<file path="config.mk">
export PLATFORM = sky130hd
export DESIGN_NAME = gpr_port_register_file
export DESIGN_NICKNAME = d
export VERILOG_FILES = /design/src/rtl/gpr_pkg.sv /design/src/rtl/gpr_port_register_file.sv
export VERILOG_INCLUDE_DIRS = /design/src /design/src/rtl
export SDC_FILE = /design/constraint.sdc
export NUM_CORES = 1
export LEC_CHECK = 0
export BUFFER_PORTS_ARGS = -buffer_cell sky130_fd_sc_hd__buf_2
export CORE_MARGIN = 1.5
export CORE_UTILIZATION = 55
export CTS_CLUSTER_SIZE = 14
export DETAILED_ROUTE_END_ITERATION = 6
export HOLD_SLACK_MARGIN = 0.08
export PLACE_DENSITY = 0.78
export RECOVER_POWER = 50
export SYNTH_ARGS = -nofsm -noshare
export SYNTH_HDL_FRONTEND = slang
export SYNTH_SLANG_ARGS = --single-unit
</file>
<file path="constraint.sdc">
create_clock -name aclk -period 8.5 [get_ports aclk]
set_clock_uncertainty 0.1 [all_clocks]
set_input_delay 0.425 -clock aclk [delete_from_list [all_inputs] [get_ports aclk]]
set_output_delay 0.425 -clock aclk [all_outputs]
set_load 0.1 [all_outputs]
</file>
<file path="src/rtl/gpr_params.svh">
// Constants for the GPIO port register file: address map, field masks,
// reset values. Included by the design; holds definitions only.
`ifndef GPR_PARAMS_SVH
`define GPR_PARAMS_SVH

// Decode window
`define GPR_BASE_ADDR 32'ha000_0000
`define GPR_WIN_MASK 32'hffff_c000

// Register offsets inside the window
`define GPR_OFF_BYTE_FIRST 14'h0000
`define GPR_OFF_BYTE_LAST 14'h0011
`define GPR_OFF_WORD_FIRST 14'h1000
`define GPR_OFF_WORD_LAST 14'h1044
`define GPR_OFF_DIR 14'h2000
`define GPR_OFF_MASK 14'h2080
`define GPR_OFF_PIN 14'h2100
`define GPR_OFF_MPIN 14'h2180
`define GPR_OFF_SET 14'h2200
`define GPR_OFF_CLR 14'h2280
`define GPR_OFF_NOT 14'h2300
`define GPR_OFF_DIRSET 14'h2380
`define GPR_OFF_DIRCLR 14'h2400
`define GPR_OFF_DIRNOT 14'h2480

// Pin fields
`define GPR_NUM_PINS 18
`define GPR_LOW_PINS_IMPL 17'h1ffbf
`define GPR_PIN_LEVEL_BYTE_BIT 0

// Reset values
`define GPR_DIR_RESET 18'h00000
`define GPR_MASK_RESET 18'h00000
`define GPR_OUT_RESET 18'h00000

`endif

</file>
<file path="src/rtl/gpr_pkg.sv">
// Types shared by the GPIO port register file.
// Assumes the constants header is included where numbers are needed.
package gpr_pkg;

    typedef logic [17:0] gpr_pins_t;

    typedef enum logic [1:0] {
        GPR_RESP_OKAY = 2'h0,
        GPR_RESP_SLVERR = 2'h2
    } gpr_resp_t;

endpackage

</file>
<file path="src/rtl/gpr_port_register_file.sv">
// GPIO port register file: per-pin aliases, direction, mask and port views.
// Assumes an AXI4-Lite master on aclk and asynchronous pad levels.
`timescale 1ns/1ps
`include "gpr_params.svh"

module gpr_port_register_file #(
    parameter logic PIN17_PRESENT = 1'b1
) (
    // Clock and reset
    input wire logic aclk,
    input wire logic aresetn,
    // AXI4-Lite write address
    input wire logic [31:0] s_axi_awaddr,
    input wire logic [2:0] s_axi_awprot,
    input wire logic s_axi_awvalid,
    output logic s_axi_awready,
    // AXI4-Lite write data
    input wire logic [31:0] s_axi_wdata,
    input wire logic [3:0] s_axi_wstrb,
    input wire logic s_axi_wvalid,
    output logic s_axi_wready,
    // AXI4-Lite write response
    output logic [1:0] s_axi_bresp,
    output logic s_axi_bvalid,
    input wire logic s_axi_bready,
    // AXI4-Lite read address
    input wire logic [31:0] s_axi_araddr,
    input wire logic [2:0] s_axi_arprot,
    input wire logic s_axi_arvalid,
    output logic s_axi_arready,
    // AXI4-Lite read data
    output logic [31:0] s_axi_rdata,
    output logic [1:0] s_axi_rresp,
    output logic s_axi_rvalid,
    input wire logic s_axi_rready,
    // Pads
    input wire logic [17:0] pad_level,
    input wire logic [17:0] pad_analog_sel,
    output logic [17:0] pin_output_latch,
    output logic [17:0] pin_direction_out
);

    // Expand byte strobes to a bit mask; shared by every write path except the byte aliases
    function automatic logic [31:0] strobe_bits(input logic [3:0] strb);
        logic [31:0] m;
        m = 32'h0000_0000;
        for (int i = 0; i < 4; i++)
        begin
            m[i*8 +: 8] = {8{strb[i]}};
        end
        return m;
    endfunction

    // Window hit and in-window offset of an address
    function automatic logic addr_hit(input logic [31:0] addr);
        return (addr & `GPR_WIN_MASK) == `GPR_BASE_ADDR;
    endfunction
    function automatic logic [13:0] addr_off(input logic [31:0] addr);
        return {addr[13:2], 2'h0};
    endfunction

    // Implemented pins
    wire gpr_pkg::gpr_pins_t impl_pins = {PIN17_PRESENT, `GPR_LOW_PINS_IMPL};

    // Pad synchroniser
    gpr_pkg::gpr_pins_t pad_meta;
    gpr_pkg::gpr_pins_t pad_sync;
    always_ff @(posedge aclk)
    begin
        pad_meta <= pad_level;
        pad_sync <= pad_meta;
    end

    // Live pin view, analog and absent pins forced low
    wire gpr_pkg::gpr_pins_t pin_view = pad_sync & ~pad_analog_sel & impl_pins;

    // Port state
    gpr_pkg::gpr_pins_t out_latch;
    gpr_pkg::gpr_pins_t pin_direction;
    gpr_pkg::gpr_pins_t access_mask;
    gpr_pkg::gpr_pins_t next_out_latch;
    gpr_pkg::gpr_pins_t next_pin_direction;
    gpr_pkg::gpr_pins_t next_access_mask;
    // Write channel holding
    logic aw_held;
    logic w_held;
    logic [31:0] aw_addr;
    logic [31:0] w_data;
    logic [3:0] w_strb;
    logic bvalid;
    gpr_pkg::gpr_resp_t bresp;

    // Read channel
    logic rvalid;
    logic [31:0] rdata;
    gpr_pkg::gpr_resp_t rresp;
    logic [31:0] next_rdata;
    logic next_rd_hit;

    // Handshakes; address and data may arrive in either order
    assign s_axi_awready = !aw_held;
    assign s_axi_wready = !w_held;
    assign s_axi_arready = !rvalid;
    assign s_axi_bvalid = bvalid;
    assign s_axi_bresp = bresp;
    assign s_axi_rvalid = rvalid;
    assign s_axi_rdata = rdata;
    assign s_axi_rresp = rresp;

    wire aw_take = s_axi_awvalid && s_axi_awready;
    wire w_take = s_axi_wvalid && s_axi_wready;
    wire ar_take = s_axi_arvalid && s_axi_arready;
    // Write executes once both halves are held and the previous answer is gone
    wire do_write = aw_held && w_held && !bvalid;

    // Write decode
    wire wr_hit = addr_hit(aw_addr);
    wire [13:0] wr_off = addr_off(aw_addr);
    wire [31:0] wr_bits = strobe_bits(w_strb);
    wire [31:0] wr_val = w_data & wr_bits;
    wire [17:0] wr_val18 = wr_val[17:0];
    wire [17:0] wr_bits18 = wr_bits[17:0];
    wire wr_byte_rgn = wr_hit && wr_off <= `GPR_OFF_BYTE_LAST;
    wire wr_word_rgn = wr_hit && wr_off >= `GPR_OFF_WORD_FIRST
        && wr_off <= `GPR_OFF_WORD_LAST;
    wire [11:0] wr_word_idx = wr_off[13:2] - 12'h400;
    wire wr_dir = wr_hit && wr_off == `GPR_OFF_DIR;
    wire wr_mask = wr_hit && wr_off == `GPR_OFF_MASK;
    wire wr_pin = wr_hit && wr_off == `GPR_OFF_PIN;
    wire wr_mpin = wr_hit && wr_off == `GPR_OFF_MPIN;
    wire wr_set = wr_hit && wr_off == `GPR_OFF_SET;
    wire wr_clr = wr_hit && wr_off == `GPR_OFF_CLR;
    wire wr_not = wr_hit && wr_off == `GPR_OFF_NOT;
    wire wr_dirset = wr_hit && wr_off == `GPR_OFF_DIRSET;
    wire wr_dirclr = wr_hit && wr_off == `GPR_OFF_DIRCLR;
    wire wr_dirnot = wr_hit && wr_off == `GPR_OFF_DIRNOT;
    wire wr_known = wr_byte_rgn || wr_word_rgn || wr_dir || wr_mask || wr_pin || wr_mpin
        || wr_set || wr_clr || wr_not || wr_dirset || wr_dirclr || wr_dirnot;

    // Output latch update
    always_comb
    begin
        next_out_latch = out_latch;
        if (do_write && wr_byte_rgn)
        begin
            for (int l = 0; l < 4; l++)
            begin
                if (w_strb[l] && (wr_off[4:0] + l) < `GPR_NUM_PINS)
                begin
                    next_out_latch[wr_off[4:0] + l] =
                        w_data[l*8 + `GPR_PIN_LEVEL_BYTE_BIT];
                end
            end
        end
        else if (do_write && wr_word_rgn)
        begin
            if (|w_strb && wr_word_idx < `GPR_NUM_PINS)
            begin
                // Only the strobed lanes count toward the nonzero test
                next_out_latch[wr_word_idx[4:0]] = |wr_val;
            end
        end
        else if (do_write && wr_pin)
        begin
            next_out_latch = (out_latch & ~wr_bits18) | wr_val18;
        end
        else if (do_write && wr_mpin)
        begin
            next_out_latch = (out_latch & ~(wr_bits18 & ~access_mask))
                | (wr_val18 & ~access_mask);
        end
        else if (do_write && wr_set)
        begin
            next_out_latch = out_latch | wr_val18;
        end
        else if (do_write && wr_clr)
        begin
            next_out_latch = out_latch & ~wr_val18;
        end
        else if (do_write && wr_not)
        begin
            next_out_latch = out_latch ^ wr_val18;
        end
        next_out_latch = next_out_latch & impl_pins;
    end

    // Direction and mask update
    always_comb
    begin
        next_pin_direction = pin_direction;
        if (do_write && wr_dir)
        begin
            next_pin_direction = (pin_direction & ~wr_bits18) | wr_val18;
        end
        else if (do_write && wr_dirset)
        begin
            next_pin_direction = pin_direction | wr_val18;
        end
        else if (do_write && wr_dirclr)
        begin
            next_pin_direction = pin_direction & ~wr_val18;
        end
        else if (do_write && wr_dirnot)
        begin
            next_pin_direction = pin_direction ^ wr_val18;
        end
        next_pin_direction = next_pin_direction & impl_pins;
        next_access_mask = access_mask;
        if (do_write && wr_mask)
        begin
            next_access_mask = (access_mask & ~wr_bits18) | wr_val18;
        end
        next_access_mask = next_access_mask & impl_pins;
    end

    always_ff @(posedge aclk)
    begin
        out_latch <= aresetn ? next_out_latch : `GPR_OUT_RESET;
        pin_direction <= aresetn ? next_pin_direction : `GPR_DIR_RESET;
        access_mask <= aresetn ? next_access_mask : `GPR_MASK_RESET;
    end

    assign pin_output_latch = out_latch;
    assign pin_direction_out = pin_direction;

    // Write channel
    always_ff @(posedge aclk)
    begin
        if (!aresetn)
        begin
            aw_held <= 1'b0;
            w_held <= 1'b0;
            aw_addr <= 32'h0000_0000;
            w_data <= 32'h0000_0000;
            w_strb <= 4'h0;
        end
        else
        begin
            aw_addr <= aw_take ? s_axi_awaddr : aw_addr;
            w_data <= w_take ? s_axi_wdata : w_data;
            w_strb <= w_take ? s_axi_wstrb : w_strb;
            aw_held <= do_write ? 1'b0 : (aw_held || aw_take);
            w_held <= do_write ? 1'b0 : (w_held || w_take);
        end
    end

    always_ff @(posedge aclk)
    begin
        if (!aresetn)
        begin
            bvalid <= 1'b0;
            bresp <= gpr_pkg::GPR_RESP_OKAY;
        end
        else if (do_write)
        begin
            bvalid <= 1'b1;
            bresp <= wr_known ? gpr_pkg::GPR_RESP_OKAY : gpr_pkg::GPR_RESP_SLVERR;
        end
        else if (s_axi_bready)
        begin
            bvalid <= 1'b0;
        end
    end

    // Read decode
    wire rd_hit = addr_hit(s_axi_araddr);
    wire [13:0] rd_off = addr_off(s_axi_araddr);
    wire [11:0] rd_word_idx = rd_off[13:2] - 12'h400;
    wire [17:0] masked_port_view = pin_view & ~access_mask;
    // Write-only registers answer OKAY with zero data
    wire rd_wo = rd_hit && (rd_off == `GPR_OFF_CLR || rd_off == `GPR_OFF_NOT
        || rd_off == `GPR_OFF_DIRSET || rd_off == `GPR_OFF_DIRCLR || rd_off == `GPR_OFF_DIRNOT);

    always_comb
    begin
        next_rdata = 32'h0000_0000;
        next_rd_hit = 1'b1;
        if (rd_hit && rd_off <= `GPR_OFF_BYTE_LAST)
        begin
            for (int l = 0; l < 4; l++)
            begin
                if ((rd_off[4:0] + l) < `GPR_NUM_PINS)
                begin
                    next_rdata[l*8 + `GPR_PIN_LEVEL_BYTE_BIT] =
                        pin_view[rd_off[4:0] + l];
                end
            end
        end
        else if (rd_hit && rd_off >= `GPR_OFF_WORD_FIRST && rd_off <= `GPR_OFF_WORD_LAST)
        begin
            if (rd_word_idx < `GPR_NUM_PINS)
            begin
                next_rdata = {32{pin_view[rd_word_idx[4:0]]}};
            end
        end
        else if (rd_hit && rd_off == `GPR_OFF_DIR)
        begin
            next_rdata = {14'h0000, pin_direction};
        end
        else if (rd_hit && rd_off == `GPR_OFF_MASK)
        begin
            next_rdata = {14'h0000, access_mask};
        end
        else if (rd_hit && rd_off == `GPR_OFF_PIN)
        begin
            next_rdata = {14'h0000, pin_view};
        end
        else if (rd_hit && rd_off == `GPR_OFF_MPIN)
        begin
            next_rdata = {14'h0000, masked_port_view};
        end
        else if (rd_hit && rd_off == `GPR_OFF_SET)
        begin
            next_rdata = {14'h0000, out_latch};
        end
        else
        begin
            next_rd_hit = rd_wo;
        end
    end

    // Read channel; data captured at the address handshake
    always_ff @(posedge aclk)
    begin
        if (!aresetn)
        begin
            rvalid <= 1'b0;
            rdata <= 32'h0000_0000;
            rresp <= gpr_pkg::GPR_RESP_OKAY;
        end
        else if (ar_take)
        begin
            rvalid <= 1'b1;
            rdata <= next_rdata;
            rresp <= next_rd_hit ? gpr_pkg::GPR_RESP_OKAY : gpr_pkg::GPR_RESP_SLVERR;
        end
        else if (s_axi_rready)
        begin
            rvalid <= 1'b0;
        end
    end

    // Protection bits carry no meaning here
    wire unused_prot = ^{s_axi_awprot, s_axi_arprot};

endmodule

</file>
==> impl_metrics.ini, run 1 <==
[logic_synthesis]
syn_avg_cell_area_sq_um = 7.444
synth_area_leaders = dfxtp_1, nand2_1, a21oi_1
synth_edf_count = 0
yosysTopAreaCell = dfxtp_1
synth_area_sq_mm = 0.01094
ys.flop_type = dfxtp_1
ys_warn_count = 0
synthDistinctLibCells = 73
async_reset_ff_frac = 0
synth_top_area_frac = 0.3222
ys_seq_elements = 176
seq_area_frac_synth = 0.3222
synth_cells = 1469

[final_layout]
drive_gt1_frac = 0.1444
final_common_cell = nand2_1
final_cell_mix = nand2_1, a21oi_1, dfxtp_1, buf_2, ha_1
antenna_cells = 0
synthToLayoutAreaGrowth_pct = 16.17
final_cell_area_sq_mm = 0.01270
fin_nets = 1838

[power_and_ir_drop]
vdd_drop_max_mv = 0.1487
p_clk_frac = 0.407
p_seq_frac = 0.450
power_frac_comb = 0.144
switching_share = 0.3282
p_int_mw = 1.335
power_leakage_nw = 4.780
switchingPower_mw = 0.6521
p_per_area_mw_per_mm2 = 156.4

[floorplan]
placementRows = 51
ios = 226
dieHeight_um = 144.0
initial_core_util = 0.5619
dieArea_sq_mm = 0.02074
die_width_um = 144.0
core-area_sq_mm = 0.01946

[clock_tree]
cts_tree = done
clk_pin_slew_worst_paths_ps = 80
cts.repair.resized = 0
clk_path_buf_depth = 2
postCtsSetupBuffers = 0
insertion_delay_ps = 440
clockRootBuffer = clkbuf_16
cts.sinks = 176
hold_buffers = 18
htreeDepth = 4
numCtsBuffers = 17

[drt]
num_vias = 12180
antenna_left = 0
wl_per_cell_um = 21.61
wl_um = 41040
drc = 0
dr.pass1.iters = 7
vias_per_cell = 6.412
drt_iter0_markers = 1524

[worst_setup_path]
crit_path_start_kind = input port
critical_path_arrival_ps = 5350
criticalPathCategory = in -> reg
crit_chain = clkbuf_1 > clkinvlp_2 > clkbuf_1 > a211oi_1
crit_fanout = 105
critPathMaxStageDelay_ps = 3420
cp-end-kind = flip-flop
cpMaxStageDelayCell = clkbuf_1
crit_family = buffers and inverters
cpMostUsedCell = clkbuf_1
crit_required_ps = 8480
critPathBufInv = 3

[place]
place.gp.congestion = 0.9580
dpl_cell_area_sq_mm = 0.01200
hpwl_um = 29550
io_buffers = 209

[sta]
finalCritPeriodShare = 0.6320
setup_viol = 0
rsz0062_at_grt = no
max_slew_margin = -2.229
layout_min_cycle_time_ps = 5372
final.setup.tns_ps = 0
max_freq_ghz = 0.1861
drv_slew = 106
whs_ps = 115.0
worst_pin_slew_ps = 4843
hold_viol = 0

[status]
status = finished, violations left
violations = capacitance limit, slew limit

[global_routing]
grt_usage = 0.3913
grt_pass1_vias = 11060
grt_max_degree = 106
antenna_found_initial = 0
overflow = 0
grt_pass1_wl_um = 61930

[hold_path]
hold_class = in -> reg

[run]
max_cap_violations = 1
-- layout make-up --
class	instances	area, sq um
sequential	176	3523
clock buffer	18	429.2
fill	1741	6759
tap	265	331.6
timing repair buffer	243	1280
inverter	55	207.7
clock inverter	14	165.2
multi-input combinational	1128	6766
-- power groups by stage --
stage | Clock, mW | Combinational, mW | Sequential (mW)
after floorplan | 0 | 0.191 | 0.902
after global placement | 0 | 0.267 | 0.909
after detailed placement | 0 | 0.271 | 0.911
after CTS | 0.816 | 0.278 | 0.891
after global routing | 0.844 | 0.306 | 0.898
final | 0.808 | 0.285 | 0.894
-- synth_stat cells (24+ instances only) --
| cell type | number |
|---|---|
| a21oi_1 | 183 |
| a221oi_1 | 27 |
| clkbuf_1 | 79 |
| dfxtp_1 | 176 |
| ha_1 | 68 |
| inv_1 | 55 |
| nand2_1 | 325 |
| nand3_1 | 40 |
| nor2_1 | 57 |
| nor4_1 | 24 |
| o21ai_0 | 63 |
-- per-layer routing --
metal,global-route usage,routed length [um]
met3,0.1136,4851
met2,0.5661,17540
met4,0.1858,1844
met1,0.5321,16810
met5,0,0
-- cell families after synthesis --
| family | Yosys count | share of synthesized area |
|---|---|---|
| AOI/OAI and AO/OA | 426 | 0.2503 |
| xor gates and xnor gates | 1 | 0.0008011 |
| adders and majority gates | 68 | 0.07780 |
| buffers and inverters | 168 | 0.06419 |
| DFF | 176 | 0.3222 |
| muxes | 5 | 0.006865 |
| other | 1 | 0.0003429 |
| and+or+nand+nor | 624 | 0.2775 |
-- worst paths after layout --
| kind | start | end | slack (ps) | depth (start not counted) |
|---|---|---|---|---|
| max | aresetn | flip-flop | 3130 | 4 |
| min | s_axi_wdata[7] | w_data[7]$_SDFFE_PN0P_ | 120 | 3 |
| max reg2reg | aw_addr[22]$_SDFFE_PN0P_ | flip-flop | 4260 | 7 |
| min reg2reg | pad_meta[9]$_DFF_P_ | pad_sync[9]$_DFF_P_ | 230 | 0 |
-- worst register-to-register path, cell delays in order (launching register included) --
cell,delay [ps]
dfxtp_1,320
nor4_1,630
nand3_1,490
or3_1,670
nor4_4,1130
a221oi_1,190
a2111o_1,450
a21oi_1,140
-- per-stage QoR --
step                utilization  cells  worst slack, ps  total power [mW]
CTS                      0.6561   1899             4446             1.985
global placement         0.6163   1849             4593             1.177
global route             0.6527   1899             2820             2.048
floorplan                     -   1472             5372             1.094
detailed placement       0.6163   1849             4457             1.181
finish                   0.6527   1899             3128             1.987
No activity file was read; power rests on OpenSTA's default activity.
==> inputs of run 2 (changes only) <==
CORE_UTILIZATION = 51   (was 55)
PLACE_DENSITY = 0.76   (was 0.78)
clock period = 4.5 ns   (was 8.5 ns; I/O delays follow)
==> run 2 against run 1 <==
- critical path depth rose by 3
- critical path type is now reg -> reg
- via count rose by 3.5%
- largest cell class unchanged
- largest power group unchanged
- the flow still finishes with violations (capacitance limit, slew limit)
- clock-buffer cell count did not move
- worst setup slack got worse by 2100 ps
==> impl_metrics.ini, run 2 (synthesized netlist as in run 1, its figures left out) <==
[final_layout]
final_cell_mix = nand2_1, a21oi_1, dfxtp_1, buf_2, dlygate4sd3_1
fin_nets = 1926
drive_gt1_frac = 0.1324
final_common_cell = nand2_1
synthToLayoutAreaGrowth_pct = 23.56

[drt]
drt_iter0_markers = 1411
wl_um = 42260
antenna_left = 0
wl_per_cell_um = 21.14
num_vias = 12600
vias_per_cell = 6.302
dr.pass1.iters = 6
drc = 0

[clock_tree]
clk_path_buf_depth = 2
clockRootBuffer = clkbuf_16
numCtsBuffers = 17
cts.sinks = 176
clk_pin_slew_worst_paths_ps = 80
insertion_delay_ps = 440
cts_tree = done
htreeDepth = 4
cts.repair.resized = 0

[worst_setup_path]
crit_path_start_kind = flip-flop
crit_fanout = 17
r2r_slack_ps = 990
criticalPathCategory = reg -> reg
crit_required_ps = 4670
critical_path_arrival_ps = 3690
cp-end-kind = flip-flop

[power_and_ir_drop]
vdd_drop_max_mv = 0.2583
power_leakage_nw = 5.075
p_per_area_mw_per_mm2 = 283.4

[floorplan]
initial_core_util = 0.5202
dieArea_sq_mm = 0.02233
die_width_um = 149.4
placementRows = 53
core-area_sq_mm = 0.02102
ios = 226
dieHeight_um = 149.4

[status]
status = finished, violations left
violations = capacitance limit, slew limit

[hold_path]
hold_class = in -> reg

[sta]
hold_viol = 0
worst_pin_slew_ps = 1919
final.setup.tns_ps = 0
finalCritPeriodShare = 0.7807
rsz0062_at_grt = no
setup_viol = 0
max_slew_margin = -0.2819
layout_min_cycle_time_ps = 3513
fin_ws_ps = 986.8
drv_slew = 31
max_freq_ghz = 0.2846

[global_routing]
antenna_found_initial = 2
grt_usage = 0.3742
grt_max_degree = 91
grt_pass1_wl_um = 64540
grt_pass1_vias = 11730
overflow = 0

[place]
place.gp.congestion = 0.9878
hpwl_um = 29330
io_buffers = 209
post-place-ws_ps = 1071

[run]
max_cap_violations = 1
run 2: layout make-up:
cell class | count | area [sq um]
clock buffer | 18 | 439.2
antenna | 2 | 5.005
clock inverter | 14 | 170.2
multi-input combinational | 1128 | 6736
tap | 275 | 344.1
timing repair buffer | 331 | 2086
fill | 1887 | 7510
sequential | 176 | 3523
inverter | 55 | 207.7
run 2: power breakdown:
group / switching (mW) / total (mW) / internal [mW] / leakage (nW)
registers: 0.0649 / 1.68 / 1.61 / 1.44
logic: 0.409 / 0.607 / 0.197 / 3.33
clock network: 0.735 / 1.54 / 0.810 / 0.299
run 2: path summary, 6_finish.rpt:
path | endpoint | start | cells past startpoint
worst max register to register | flip-flop | aw_addr[3]$_SDFFE_PN0P_ | 7
worst min register to register | pad_sync[2]$_DFF_P_ | pad_meta[2]$_DFF_P_ | 0
worst max-delay path | flip-flop | aw_addr[3]$_SDFFE_PN0P_ | 7
worst min-delay path | s_axi_rresp[1]$_SDFFE_PN0P_ | s_axi_arvalid | 4
run 2: metal layers:
metal / vias to the layer above / share of wire / track usage
met3: 130 / 0.12 / 0.1186
li1: 5777 / - / -
met5: - / 0.00031 / 0
met2: 790 / 0.45 / 0.5862
met4: 2 / 0.041 / 0.1634
met1: 5899 / 0.39 / 0.4706
run 2: worst max-delay path, cell delays in order, from the launching register on:
cell and delay (ps):
dfxtp_1 500, nor4_4 590, nand2b_2 150, or4_1 670, a221o_1 480, or4_4 590, a2111oi_4 210, a211oi_2 70
run 2: through the flow:
stage	hold WS (ps)	std cells	power, mW	instance area, sq um	util
detailed placement	212.1	1877	2.237	12120	0.5763
global route	228.2	1998	3.942	13510	0.6426
global placement	210.6	1877	2.228	12120	0.5763
CTS	191.1	1997	3.801	13610	0.6472
floorplan	152.7	1472	2.066	10950	-
finish	200.5	1999	3.829	13510	0.6428
run 2: timing repair:
item                                   in CTS  in global routing
endpoints found under the hold margin      87                  0
setup buffers                               0                  0
hold buffers                               88                  0
